**src/rtl/trim_bank_regs.svh**
```systemverilog
// Register offsets, field positions, reset values and load timing of the trim bank.
`ifndef TRIM_BANK_REGS_SVH
`define TRIM_BANK_REGS_SVH

// ----------------------------------------------------------------------------
// Register offsets on the configuration port
// ----------------------------------------------------------------------------
`define OFFSET_TRIM_CORE3_INPUT_C_ADDR    12'h338
`define OFFSET_TRIM_CORE3_INPUT_D_ADDR    12'h33A
`define OFFSET_TRIM_CORE4_ADDR            12'h33C
`define OFFSET_TRIM_CORE5_ADDR            12'h33E
`define FINE_GAIN_TRIM_CORE0_ADDR         12'h360
`define FINE_GAIN_TRIM_CORE1_ADDR         12'h361
`define FINE_GAIN_TRIM_CORE2_INPUT_A_ADDR 12'h362
`define FINE_GAIN_TRIM_CORE2_INPUT_B_ADDR 12'h363
`define FINE_GAIN_TRIM_CORE3_INPUT_C_ADDR 12'h364
`define FINE_GAIN_TRIM_CORE3_INPUT_D_ADDR 12'h365
`define FINE_GAIN_TRIM_CORE4_ADDR         12'h366
`define FINE_GAIN_TRIM_CORE5_ADDR         12'h367

// ----------------------------------------------------------------------------
// Storage slots, one per register, also the fuse word index
// ----------------------------------------------------------------------------
`define IDX_OFFSET_TRIM_CORE3_INPUT_C  4'h0
`define IDX_OFFSET_TRIM_CORE3_INPUT_D  4'h1
`define IDX_OFFSET_TRIM_CORE4   4'h2
`define IDX_OFFSET_TRIM_CORE5   4'h3
`define IDX_FINE_GAIN_TRIM_CORE0  4'h4
`define IDX_FINE_GAIN_TRIM_CORE1  4'h5
`define IDX_FINE_GAIN_TRIM_CORE2_INPUT_A 4'h6
`define IDX_FINE_GAIN_TRIM_CORE2_INPUT_B 4'h7
`define IDX_FINE_GAIN_TRIM_CORE3_INPUT_C 4'h8
`define IDX_FINE_GAIN_TRIM_CORE3_INPUT_D 4'h9
`define IDX_FINE_GAIN_TRIM_CORE4  4'hA
`define IDX_FINE_GAIN_TRIM_CORE5  4'hB
`define IDX_LAST   4'hB
`define NUM_TRIM   12

// ----------------------------------------------------------------------------
// Fields, masks, reset values and timing
// ----------------------------------------------------------------------------
`define OFS_FIELD_MSB  11
`define GAIN_FIELD_MSB 4
`define OFS_REG_MASK   16'hFFFF
`define GAIN_REG_MASK  16'h00FF
`define TRIM_RESET     16'h0000
`define LOAD_CYCLES    13

`endif

```
**src/rtl/trim_bank_pkg.sv**
```systemverilog
// Types shared by the trim bank modules.
package trim_bank_pkg;
    typedef enum logic [1:0] {LOAD, LAST, RUN} load_state_t;
    typedef logic [15:0]     trim_word_t;
    typedef logic [3:0]      trim_idx_t;
endpackage : trim_bank_pkg

```
**src/rtl/fuse_if.sv**
```systemverilog
// Read path between the trim bank and its fuse image store.
`timescale 1ns/1ps
`default_nettype none
interface fuse_if;
    logic        rd_en;
    logic [3:0]  addr;
    logic [15:0] data;
    modport reader (output rd_en, output addr, input data);
    modport store  (input rd_en, input addr, output data);
endinterface : fuse_if
`default_nettype wire

```
**src/rtl/trim_fuse_store.sv**
```systemverilog
// Factory fuse image of the trim defaults, read one word per cycle.
`timescale 1ns/1ps
`default_nettype none
`include "trim_bank_regs.svh"
module trim_fuse_store
    import trim_bank_pkg::*;
#(
    // Packed image, word i in bits 16*i+15 down to 16*i; programmed per part.
    parameter logic [16*`NUM_TRIM-1:0] FUSE_IMAGE = '0
) (
    // Clock and reset
    input  wire logic core_clk,
    input  wire logic rst_n,
    // Read port
    fuse_if.store     fuse
);
    // Read data come out of a register, one cycle after the request.
    always_ff @(posedge core_clk or negedge rst_n) begin
        if (!rst_n) begin
            fuse.data <= `TRIM_RESET;
        end else if (fuse.rd_en && (fuse.addr <= `IDX_LAST)) begin
            fuse.data <= FUSE_IMAGE[fuse.addr*16 +: 16];
        end
    end
endmodule : trim_fuse_store
`default_nettype wire

```
**src/rtl/converter_offset_gain_trim_bank.sv**
```systemverilog
// Offset and fine gain trim registers for the converter cores, with fuse defaults.
//
// Operation
// - Core 3 input C uses its offset trim.
// - Core 3 input D uses separate offset trim.
// - Cores 4 and 5 get own offsets.
// - Cores 0,1,4,5 get 5-bit gain trims.
// - Core 2 gain follows its selected input.
// - Core 3 gain follows its selected input.
// - Offset trims load defaults from fuses.
// - Gain trims load defaults from fuses.
// - Decode offsets 0x338-0x33E, gains 0x360-0x367.
// - Offset trims are unsigned values.
`timescale 1ns/1ps
`default_nettype none
`include "trim_bank_regs.svh"
module converter_offset_gain_trim_bank
    import trim_bank_pkg::*;
#(
    parameter int                       ADDR_W     = 12,
    parameter int                       DATA_W     = 16,
    parameter logic [16*`NUM_TRIM-1:0]  FUSE_IMAGE = '0
) (
    // Clock and reset
    input  wire logic              core_clk,
    input  wire logic              rst_n,
    // Configuration port
    input  wire logic [ADDR_W-1:0] cfg_addr,
    input  wire logic [DATA_W-1:0] cfg_wdata,
    input  wire logic              cfg_wr,
    input  wire logic              cfg_rd,
    output logic      [DATA_W-1:0] cfg_rdata,
    // Input mux selects, 0 for the first input, 1 for the second
    input  wire logic              core2_input_sel,
    input  wire logic              core3_input_sel,
    // Selects as applied, aligned with the trims below
    output logic                   core2_input_sel_applied,
    output logic                   core3_input_sel_applied,
    // Offset trims to the cores, unsigned
    output logic      [11:0]       offset_core3,
    output logic      [11:0]       offset_core4,
    output logic      [11:0]       offset_core5,
    // Fine gain trims to the cores
    output logic      [4:0]        gain_core0,
    output logic      [4:0]        gain_core1,
    output logic      [4:0]        gain_core2,
    output logic      [4:0]        gain_core3,
    output logic      [4:0]        gain_core4,
    output logic      [4:0]        gain_core5,
    // Fuse defaults loaded
    output logic                   load_done
);

    // ------------------------------------------------------------------------
    // Elaboration checks
    // ------------------------------------------------------------------------
    if (ADDR_W < 10 || DATA_W != 16) begin : g_bad_param
        $error("trim bank needs ADDR_W >= 10 and DATA_W == 16");
    end

    // ------------------------------------------------------------------------
    // Helpers
    // ------------------------------------------------------------------------
    // Maps a port address to {hit, slot}; reads and writes share it.
    function automatic logic [4:0] decode(input logic [ADDR_W-1:0] a);
        logic [4:0] r;
        r = 5'h00;
        case (a)
            ADDR_W'(`OFFSET_TRIM_CORE3_INPUT_C_ADDR):    r = {1'b1, `IDX_OFFSET_TRIM_CORE3_INPUT_C};
            ADDR_W'(`OFFSET_TRIM_CORE3_INPUT_D_ADDR):    r = {1'b1, `IDX_OFFSET_TRIM_CORE3_INPUT_D};
            ADDR_W'(`OFFSET_TRIM_CORE4_ADDR):            r = {1'b1, `IDX_OFFSET_TRIM_CORE4};
            ADDR_W'(`OFFSET_TRIM_CORE5_ADDR):            r = {1'b1, `IDX_OFFSET_TRIM_CORE5};
            ADDR_W'(`FINE_GAIN_TRIM_CORE0_ADDR):         r = {1'b1, `IDX_FINE_GAIN_TRIM_CORE0};
            ADDR_W'(`FINE_GAIN_TRIM_CORE1_ADDR):         r = {1'b1, `IDX_FINE_GAIN_TRIM_CORE1};
            ADDR_W'(`FINE_GAIN_TRIM_CORE2_INPUT_A_ADDR): r = {1'b1, `IDX_FINE_GAIN_TRIM_CORE2_INPUT_A};
            ADDR_W'(`FINE_GAIN_TRIM_CORE2_INPUT_B_ADDR): r = {1'b1, `IDX_FINE_GAIN_TRIM_CORE2_INPUT_B};
            ADDR_W'(`FINE_GAIN_TRIM_CORE3_INPUT_C_ADDR): r = {1'b1, `IDX_FINE_GAIN_TRIM_CORE3_INPUT_C};
            ADDR_W'(`FINE_GAIN_TRIM_CORE3_INPUT_D_ADDR): r = {1'b1, `IDX_FINE_GAIN_TRIM_CORE3_INPUT_D};
            ADDR_W'(`FINE_GAIN_TRIM_CORE4_ADDR):         r = {1'b1, `IDX_FINE_GAIN_TRIM_CORE4};
            ADDR_W'(`FINE_GAIN_TRIM_CORE5_ADDR):         r = {1'b1, `IDX_FINE_GAIN_TRIM_CORE5};
            default:                                     r = 5'h00;
        endcase
        return r;
    endfunction : decode

    // Gain slots are 8 bits wide, so their upper byte never holds anything.
    function automatic trim_word_t slot_mask(input trim_idx_t i);
        return (i <= `IDX_OFFSET_TRIM_CORE5) ? `OFS_REG_MASK : `GAIN_REG_MASK;
    endfunction : slot_mask

    // ------------------------------------------------------------------------
    // Declarations
    // ------------------------------------------------------------------------
    fuse_if      fuse ();
    load_state_t state_r;
    trim_idx_t   load_cnt_r;
    logic        ld_vld_r;
    trim_idx_t   ld_idx_r;
    trim_word_t  trim_r [`NUM_TRIM];
    logic [4:0]  wr_dec;
    logic [4:0]  rd_dec;
    logic        wr_hit;
    logic        rd_hit;
    trim_word_t  wr_word;
    trim_word_t  rd_word;
    logic [3:0]  boot_cnt_r;

    assign wr_dec  = decode(cfg_addr);
    assign rd_dec  = wr_dec;
    assign wr_hit  = cfg_wr && wr_dec[4] && (state_r == RUN);
    assign rd_hit  = cfg_rd && rd_dec[4];
    assign wr_word = cfg_wdata & slot_mask(wr_dec[3:0]);
    assign rd_word = trim_r[rd_dec[3:0]];
    assign load_done = (state_r == RUN);

    // ------------------------------------------------------------------------
    // Fuse default load
    // ------------------------------------------------------------------------
    // One fuse word per cycle; bus writes before RUN are dropped so a load never races them.
    assign fuse.rd_en = (state_r == LOAD);
    assign fuse.addr  = load_cnt_r;

    trim_fuse_store #(
        .FUSE_IMAGE (FUSE_IMAGE)
    ) u_fuse (
        .core_clk (core_clk),
        .rst_n    (rst_n),
        .fuse     (fuse.store)
    );

    // Load sequencer walks every slot once after reset.
    always_ff @(posedge core_clk or negedge rst_n) begin
        if (!rst_n) begin
            state_r    <= LOAD;
            load_cnt_r <= 4'h0;
        end else begin
            case (state_r)
                LOAD: begin
                    if (load_cnt_r == `IDX_LAST) begin
                        state_r <= LAST;
                    end else begin
                        load_cnt_r <= load_cnt_r + 4'h1;
                    end
                end
                LAST:    state_r <= RUN;
                RUN:     state_r <= RUN;
                default: state_r <= LOAD;
            endcase
        end
    end

    // Tracks which slot the fuse word now on the read port belongs to.
    always_ff @(posedge core_clk or negedge rst_n) begin
        if (!rst_n) begin
            ld_vld_r <= 1'b0;
            ld_idx_r <= 4'h0;
        end else begin
            ld_vld_r <= fuse.rd_en;
            ld_idx_r <= load_cnt_r;
        end
    end

    // ------------------------------------------------------------------------
    // Trim storage
    // ------------------------------------------------------------------------
    // Fuse words first, then software; reserved bits are kept as written, but a gain slot's upper byte is stored as zero.
    always_ff @(posedge core_clk or negedge rst_n) begin
        if (!rst_n) begin
            for (int i = 0; i < `NUM_TRIM; i++) begin
                trim_r[i] <= `TRIM_RESET;
            end
        end else if (ld_vld_r) begin
            trim_r[ld_idx_r] <= fuse.data & slot_mask(ld_idx_r);
        end else if (wr_hit) begin
            trim_r[wr_dec[3:0]] <= wr_word;
        end
    end

    // ------------------------------------------------------------------------
    // Read port
    // ------------------------------------------------------------------------
    // Data stand only in the cycle after the strobe; unmapped reads give zero.
    always_ff @(posedge core_clk or negedge rst_n) begin
        if (!rst_n) begin
            cfg_rdata <= '0;
        end else if (rd_hit) begin
            cfg_rdata <= rd_word;
        end else begin
            cfg_rdata <= '0;
        end
    end

    // ------------------------------------------------------------------------
    // Trims applied to the cores
    // ------------------------------------------------------------------------
    // Select and trim are registered on the same edge so no sample sees a mix.
    always_ff @(posedge core_clk or negedge rst_n) begin
        if (!rst_n) begin
            core2_input_sel_applied <= 1'b0;
            core3_input_sel_applied <= 1'b0;
        end else begin
            core2_input_sel_applied <= core2_input_sel;
            core3_input_sel_applied <= core3_input_sel;
        end
    end

    // Offsets are passed on as unsigned codes, no sign extension anywhere.
    always_ff @(posedge core_clk or negedge rst_n) begin
        if (!rst_n) begin
            offset_core3 <= 12'h000;
            offset_core4 <= 12'h000;
            offset_core5 <= 12'h000;
        end else begin
            offset_core3 <= core3_input_sel ? trim_r[`IDX_OFFSET_TRIM_CORE3_INPUT_D][`OFS_FIELD_MSB:0]
                                            : trim_r[`IDX_OFFSET_TRIM_CORE3_INPUT_C][`OFS_FIELD_MSB:0];
            offset_core4 <= trim_r[`IDX_OFFSET_TRIM_CORE4][`OFS_FIELD_MSB:0];
            offset_core5 <= trim_r[`IDX_OFFSET_TRIM_CORE5][`OFS_FIELD_MSB:0];
        end
    end

    // Gains use only the low five bits; the reserved three never reach a core.
    always_ff @(posedge core_clk or negedge rst_n) begin
        if (!rst_n) begin
            gain_core0 <= 5'h00;
            gain_core1 <= 5'h00;
            gain_core2 <= 5'h00;
            gain_core3 <= 5'h00;
            gain_core4 <= 5'h00;
            gain_core5 <= 5'h00;
        end else begin
            gain_core0 <= trim_r[`IDX_FINE_GAIN_TRIM_CORE0][`GAIN_FIELD_MSB:0];
            gain_core1 <= trim_r[`IDX_FINE_GAIN_TRIM_CORE1][`GAIN_FIELD_MSB:0];
            gain_core2 <= core2_input_sel ? trim_r[`IDX_FINE_GAIN_TRIM_CORE2_INPUT_B][`GAIN_FIELD_MSB:0]
                                          : trim_r[`IDX_FINE_GAIN_TRIM_CORE2_INPUT_A][`GAIN_FIELD_MSB:0];
            gain_core3 <= core3_input_sel ? trim_r[`IDX_FINE_GAIN_TRIM_CORE3_INPUT_D][`GAIN_FIELD_MSB:0]
                                          : trim_r[`IDX_FINE_GAIN_TRIM_CORE3_INPUT_C][`GAIN_FIELD_MSB:0];
            gain_core4 <= trim_r[`IDX_FINE_GAIN_TRIM_CORE4][`GAIN_FIELD_MSB:0];
            gain_core5 <= trim_r[`IDX_FINE_GAIN_TRIM_CORE5][`GAIN_FIELD_MSB:0];
        end
    end

    // ------------------------------------------------------------------------
    // Checks
    // ------------------------------------------------------------------------
    // Cycles since reset, saturating, for the load timing check.
    always_ff @(posedge core_clk or negedge rst_n) begin
        if (!rst_n) begin
            boot_cnt_r <= 4'h0;
        end else if (boot_cnt_r != 4'hF) begin
            boot_cnt_r <= boot_cnt_r + 4'h1;
        end
    end

    a_load_timing: assert property (
        @(posedge core_clk) disable iff (!rst_n)
        $rose(load_done) |-> (boot_cnt_r == 4'(`LOAD_CYCLES)))
        else $error("fuse load did not finish on time");

    a_fuse_word_stored: assert property (
        @(posedge core_clk) disable iff (!rst_n)
        ld_vld_r |=> trim_r[$past(ld_idx_r)] == ($past(fuse.data) & slot_mask($past(ld_idx_r))))
        else $error("fuse word not stored in its slot");

    a_write_stored: assert property (
        @(posedge core_clk) disable iff (!rst_n)
        wr_hit |=> trim_r[$past(wr_dec[3:0])] == $past(wr_word))
        else $error("register write not stored");

    a_read_returns: assert property (
        @(posedge core_clk) disable iff (!rst_n)
        rd_hit |=> (cfg_rdata == $past(rd_word)) ##1 (cfg_rdata == '0 || $past(cfg_rd)))
        else $error("read data wrong or held too long");

    a_read_unmapped: assert property (
        @(posedge core_clk) disable iff (!rst_n)
        (cfg_rd && !rd_dec[4]) |=> cfg_rdata == '0)
        else $error("unmapped read gave nonzero data");

    a_offset_core3: assert property (
        @(posedge core_clk) disable iff (!rst_n)
        1'b1 |=> offset_core3 == ($past(core3_input_sel) ? $past(trim_r[`IDX_OFFSET_TRIM_CORE3_INPUT_D][11:0])
                                                         : $past(trim_r[`IDX_OFFSET_TRIM_CORE3_INPUT_C][11:0])))
        else $error("core 3 offset does not follow input select");

    a_offset_fixed: assert property (
        @(posedge core_clk) disable iff (!rst_n)
        wr_hit && wr_dec[3:0] == `IDX_OFFSET_TRIM_CORE5 |=> ##1 offset_core5 == $past(cfg_wdata[11:0], 2))
        else $error("core 5 offset not applied after write");

    a_gain_fixed: assert property (
        @(posedge core_clk) disable iff (!rst_n)
        wr_hit && wr_dec[3:0] == `IDX_FINE_GAIN_TRIM_CORE0 |=> ##1 gain_core0 == $past(cfg_wdata[4:0], 2))
        else $error("core 0 gain not applied after write");

    a_mux_aligned: assert property (
        @(posedge core_clk) disable iff (!rst_n)
        $changed(core2_input_sel_applied) |-> gain_core2 == (core2_input_sel_applied
            ? $past(trim_r[`IDX_FINE_GAIN_TRIM_CORE2_INPUT_B][4:0]) : $past(trim_r[`IDX_FINE_GAIN_TRIM_CORE2_INPUT_A][4:0])))
        else $error("core 2 gain not switched with its input");

    a_gain_core3: assert property (
        @(posedge core_clk) disable iff (!rst_n)
        $changed(core3_input_sel_applied) |-> gain_core3 == (core3_input_sel_applied
            ? $past(trim_r[`IDX_FINE_GAIN_TRIM_CORE3_INPUT_D][4:0]) : $past(trim_r[`IDX_FINE_GAIN_TRIM_CORE3_INPUT_C][4:0])))
        else $error("core 3 gain not switched with its input");

endmodule : converter_offset_gain_trim_bank
`default_nettype wire

```
**config.mk**
```make
export PLATFORM = sky130hd
export DESIGN_NAME = converter_offset_gain_trim_bank
export DESIGN_NICKNAME = d
export VERILOG_FILES = /design/src/rtl/trim_bank_pkg.sv /design/src/rtl/fuse_if.sv /design/src/rtl/trim_fuse_store.sv /design/src/rtl/converter_offset_gain_trim_bank.sv
export VERILOG_INCLUDE_DIRS = /design/src /design/src/rtl
export SDC_FILE = /design/constraint.sdc
export NUM_CORES = 1
export LEC_CHECK = 0
export ABC_AREA = 1
export BUFFER_PORTS_ARGS = -buffer_cell sky130_fd_sc_hd__buf_4
export CAP_MARGIN = 20
export CORE_MARGIN = 2
export CORE_UTILIZATION = 25
export DETAILED_ROUTE_END_ITERATION = 7
export PLACE_DENSITY = 0.43
export SLEW_MARGIN = 20
export SYNTH_ARGS = -nofsm -noshare
export SYNTH_HDL_FRONTEND = slang
export SYNTH_SLANG_ARGS = --single-unit
```
**constraint.sdc**
```tcl
create_clock -name core_clk -period 2.4 [get_ports core_clk]
set_input_delay 0.36 -clock core_clk [delete_from_list [all_inputs] [get_ports core_clk]]
set_output_delay 0.36 -clock core_clk [all_outputs]
set_load 0.005 [all_outputs]
```
* Yosys cells after proc, flatten, opt, wreduce, memory -nomap -nowiden
Cells that the tools add are included.
** Operators by class
- Order comparisons :: 7
- Mux-type cells :: 20
- Eq/ne operators :: 16
- $add $sub $neg :: 1
- Reductions and logical operators :: 10
- Shift-type cells :: 1
- Bitwise gates (word level) :: 5
** Operators with widths (number)
- $bwmux W192 :: 2
- $mux W192 :: 2
- $shiftx A192 B9 Y16 const A :: 1
- $eq A12 B10 Y1 const B :: 12
- $demux W16 S4 :: 2
- $mux W16 :: 7
- $bmux W16 S4 :: 1
- $pmux W5 S12 :: 1
- $and A16 B16 Y16 :: 2
- $mux W12 :: 1
- $ge A5 B5 Y1 const B :: 2
- $lt A5 B1 Y1 const B :: 2
- $mux W5 :: 2
- $not A4 Y5 :: 2
- $le A4 B2 Y1 const B :: 2
- $logic_and A1 B1 Y1 :: 6
- $add A4 B1 Y4 const B :: 1
- $eq A4 B4 Y1 const B :: 1
- $le A4 B4 Y1 const B :: 1
- $pmux W2 S2 :: 1
- $eq A2 B1 Y1 const B :: 1
- $eq A2 B2 Y1 const B :: 1
- $logic_not A2 Y1 :: 1
- $mux W2 :: 1
- other kinds (5) :: 5
** Word-level totals
- Word-level logic and storage cells :: 89
- Input port bits :: 34
- Output and inout bits :: 85
- Register bits after elaboration :: 303

* Longest topological paths before layout
- Word-level depth :: 10
- Mapped depth :: 14

* Cells and area by module
Synthesis repeated with hierarchy kept, for this count alone.
** Second synthesis, totals
- Cells, all modules :: 1694
- Area, all modules :: 13593.0 µm²
** By module, submodules not included
- converter_offset_gain_trim_bank :: area an instance 13469.2 µm², times used 1, cells each 1677
- trim_fuse_store :: area an instance 123.9 µm², times used 1, cells each 17

* Worst setup path after synthesis
Ideal clock, no wire load.
- Kind :: input to register
- Start :: input cfg_addr[10]
- End :: register trim_r[38] (netlist name)
- Required time :: 2.279 ns
- Library setup time :: 0.121 ns
- Stages :: 13
- Path slack :: 0.582 ns
- Buffers on the path :: 1
- Arrival :: 1.697 ns
- Cell sequence :: inv_1 -> nand2_1 -> nor2_8 -> inv_2 -> nor2_4 -> inv_2 -> nor2_2 -> nand3_1 -> a21oi_1 -> nand2_2 -> buf_2 -> nand2_1 -> o21ai_1
** On the way
- Word-level cells in the longest chain between the ends :: 10
** Ends and longest elaborated chain
- start: declaration :: line converter_offset_gain_trim_bank.sv:28 : input wire logic [ADDR_W-1:0] cfg_addr,
- $eq A12 B10 Y1 :: line converter_offset_gain_trim_bank.sv:68 : case (a)
- $pmux W5 S12 (*) :: line converter_offset_gain_trim_bank.sv:68
- $not A4 Y5 (implied by the code) :: line converter_offset_gain_trim_bank.sv:175 : trim_r[wr_dec[3:0]] <= wr_word;
- $ge A5 B5 Y1 (implied by the code) / $lt A5 B1 Y1 (equally long branches) :: line converter_offset_gain_trim_bank.sv:175
- $logic_and A1 B1 Y1 (implied by the code) :: line converter_offset_gain_trim_bank.sv:175
- $mux W16 (implied by the code) :: line converter_offset_gain_trim_bank.sv:175
- $demux W16 S4 :: line converter_offset_gain_trim_bank.sv:175
- $bwmux W192 :: line converter_offset_gain_trim_bank.sv:175
- $mux W192 :: line converter_offset_gain_trim_bank.sv:174 : end else if (wr_hit) begin
- $mux W192 :: line converter_offset_gain_trim_bank.sv:172 : end else if (ld_vld_r) begin
- end signal: indexed assignment :: line converter_offset_gain_trim_bank.sv:170 : trim_r[i] <= `TRIM_RESET;
- end signal: indexed assignment :: line converter_offset_gain_trim_bank.sv:173 : trim_r[ld_idx_r] <= fuse.data & slot_mask(ld_idx_r);
- end signal: indexed assignment :: line converter_offset_gain_trim_bank.sv:175
- end: declaration :: line converter_offset_gain_trim_bank.sv:99 : trim_word_t trim_r [`NUM_TRIM];
Every way passes the cells marked *; elsewhere a longest branch is shown, timed or not. The select of a mux whose other input is x is not followed.
A chain may end at the register's enable or synchronous reset.

* Final worst setup path
- Start :: input cfg_addr[3]
- End :: register cfg_rdata[0]
** On the way
- Word-level cells in the longest chain between the ends :: 7
** Ends and longest elaborated chain
- $eq A12 B10 Y1 :: line converter_offset_gain_trim_bank.sv:68
- $pmux W5 S12 (*) :: line converter_offset_gain_trim_bank.sv:68
- $not A4 Y5 (implied by the code) :: line converter_offset_gain_trim_bank.sv:113 : assign rd_word = trim_r[rd_dec[3:0]];
- $bmux W16 S4 :: line converter_offset_gain_trim_bank.sv:113
- $mux W16 (implied by the code) (2 in a row) :: line converter_offset_gain_trim_bank.sv:113
- $mux W16 (*) :: line converter_offset_gain_trim_bank.sv:186 : end else if (rd_hit) begin
- end signal: assignment :: line converter_offset_gain_trim_bank.sv:187 : cfg_rdata <= rd_word;
- end: declaration :: line converter_offset_gain_trim_bank.sv:32 : output logic [DATA_W-1:0] cfg_rdata,
Marked as above.

==> results.cfg <==
[run_status]
status = finished clean

[layout]
final_common_cell = nand2_1
fin_util = 0.321
area_delta_synth_final_pct = 27.4
antenna_cells = 0
drive_gt1_frac = 0.183
final_cell_area_mm2 = 0.0157
final_nets = 1620
multi_input_area_mm2 = 0.00423
seq_area_mm2 = 0.00718
fill_cells = 5113
layout_common_cells = nand2_1, dfrtp_1, buf_4

[synth]
yosys-top-cells-area = dfrtp_1, nand2_1, inv_1
synth.distinct_cells = 33
seq_area_frac_synth = 0.584
yosysWarnings = 0
syn_inst = 1412
postSynthAreaPerCell_um2 = 8.71
synth_area_mm2 = 0.0123
synth_top_area_frac = 0.584
synth_nets = 1449
yosys_register_bits = 287
synth_top_area_cell = dfrtp_1

[clocking]
post_cts_resized = 0
clock_sinks = 287
insertion_delay_ns = 0.54
clockRootBuffer = clkbuf_16
clk_transition_reported_paths_ns = 0.06
cts_setup_buffers = 0
cts_max_level = 2
cts_tree = done
cts_made_buffers = 34
clk_path_buf_depth = 3
cts_hold_buf = 2

[worst_setup_path]
path_class = in2reg
cp.buffers_inverters = 3
r2r_cells = 8
timing.rr.start = ld_vld_r
slowest_stage = o21ai_0
start_kind = input pin
rrSetupSlack_ns = 0.56
crit_family = simple AND/OR/NAND/NOR gates
worstReg2RegEnd = trim_r[159]
critical_path_required_ns = 2.86
crit_path_end_kind = flop
cp.arrival_ns = 2.35
crit_path_cell_trace = buf_4 -> nor2_1 -> nand2_1 -> nor2_2 -> nand3_2 -> nand2_4 -> inv_2 -> nand2_2 -> buf_12 -> o22ai_1 -> o21ai_0 -> nand2_1 -> nor2_1
cp_slowest_stage_delay_ns = 0.48
cp_max_fo = 25

[route]
finalWirelength_mm = 42.2
drt.antenna.violating_nets = 0
remaining_drc_errors = 0
num_vias = 10100
drt_first_pass_iters = 5
detail_route.wl_per_cell_um = 18.6
viasPerCell = 4.44
drt_iter0_drc = 768

[timing]
clock-skew-final_ns = 0.0295
worst_pin_slew_ns = 0.625
maxSlewHeadroom = 0.583
post-route-period-util = 0.788
min_period_ns = 1.89
drv_slew = 0
finalHoldViolCount = 0
timing.fmax_mhz = 529
grt_setup_unrepaired = no
setup_violations = 0

[global_routing]
grt_usage = 0.170
antenna_found_initial = 0
grt_start_max_net_pins = 68
grt_pass1_wl_mm = 64.8
grt_pass1_vias = 10500
overflow = 0

[die]
die-area_mm2 = 0.0510
die_w_um = 226
rows = 81
die_h_um = 226
core_mm2 = 0.0487
start_util = 0.252
ios = 119

[place]
place_congestion = 0.814
io_buffers = 118
place_hpwl_mm = 30.2
dpl_cell_area_mm2 = 0.0145

[hold_path]
hold_path_class = in2reg
holdPathStages = 3
whs_endpoint = trim_r[49]
holdCritStartpoint = cfg_wdata[1]

[power]
ir_worst_vdd_uv = 375
p_leak_nw = 7.50
p_per_area_mw_per_mm2 = 669

[run]
maxCapViolCount = 0
## cell usage after synthesis
master	instances
nand2_2	13
nor2_4	6
dfrtp_1	287
a32oi_4	1
nor2_8	1
buf_1	4
a21oi_1	24
o22ai_1	24
clkbuf_1	20
nor2_1	123
nor2_2	3
nand4_1	11
nor4_4	2
o211ai_1	1
inv_2	8
nand3_2	2
o31ai_4	1
nor3_1	3
nand2_4	3
buf_2	32
xnor2_1	2
o21ai_0	98
a21boi_0	1
ha_1	3
mux2_2	8
inv_1	154
and3_1	1
buf_4	4
nand4_2	1
nand2_1	362
nand3_1	104
o21ai_1	104
a32oi_1	1
## per-stage QoR
| stage | hold slack (ns) | instances | total power [mW] | TNS [ns] | worst slack, ns |
|---|---|---|---|---|---|
| 4_1_cts | 0.125 | 2267 | 10.6 | 0 | 0.538 |
| 3_5_place_dp | 0.372 | 2209 | 5.30 | -0.0547 | -0.0325 |
| 5_1_grt | 0.144 | 2267 | 10.8 | 0 | 0.345 |
| 6_report | 0.143 | 2267 | 10.5 | 0 | 0.508 |
| 2_1_floorplan | 0.0644 | 1412 | 5.04 | 0 | 0.582 |
| 3_3_place_gp | 0.367 | 2209 | 5.30 | -0.0317 | -0.0162 |
## worst min-delay path: stages
cell	delay (ns)
buf_4	0.14
nand3_1	0.08
o21ai_1	0.06
## flip-flops by register name, summed over array words and instances (netlist names), 5 cells and up
name          flops
gain_core2        5
gain_core3        5
gain_core4        5
offset_core4     12
gain_core1        5
gain_core5        5
gain_core0        5
offset_core5     12
cfg_rdata        16
offset_core3     12
trim_r          192
## cell type report
type | instances | area share
flip-flops and latches | 287 | 0.459
multi-input cells | 903 | 0.270
repair buffers | 195 | 0.108
clock buffers | 46 | 0.0611
well taps | 664 | 0.0531
inverters | 162 | 0.0388
clock inverters | 10 | 0.0101
## kinds of logic (layout without fill, tap and decap cells)
family | after synthesis | count (layout) | share of synthesized area
XOR/XNOR | 2 | 2 | 0.00142
buffers and inverters | 222 | 413 | 0.0722
flip-flops | 287 | 287 | 0.584
multiplexers | 8 | 8 | 0.00733
AND/OR/NAND/NOR | 635 | 635 | 0.222
AO/OA/AOI/OAI | 255 | 255 | 0.110
adder cells (fa/ha/maj) | 3 | 3 | 0.00305
## routing by layer
| metal | vias to the layer above | wire [um] | global-route usage |
|---|---|---|---|
| li1 | 4863 | - | - |
| met1 | 4940 | 19100 | 0.224 |
| met2 | 203 | 20500 | 0.285 |
| met3 | 57 | 1540 | 0.0252 |
| met4 | 0 | 1080 | 0.0568 |
| met5 | - | 0 | 0 |
## worst max-delay path by stage
stage,from,end,slack (ns),cells past startpoint
final,cfg_addr[3],cfg_rdata[0],0.51,13
after global routing,cfg_addr[10],cfg_rdata[0],0.34,13
after CTS,cfg_addr[10],cfg_rdata[1],0.54,13
after detailed placement,cfg_addr[3],cfg_rdata[1],-0.03,13
after global placement,cfg_addr[10],cfg_rdata[1],-0.02,13
after floorplan,cfg_addr[10],trim_r[38],0.58,13
## report_power, final
| group | leakage [nW] | switching (mW) | internal (mW) |
|---|---|---|---|
| registers | 3.97 | 0.00368 | 4.85 |
| logic | 2.99 | 0.250 | 0.0987 |
| clock network | 0.541 | 2.05 | 3.22 |
| total | 7.50 | 2.31 | 8.17 |
No activity file was read; power rests on OpenSTA's default activity.
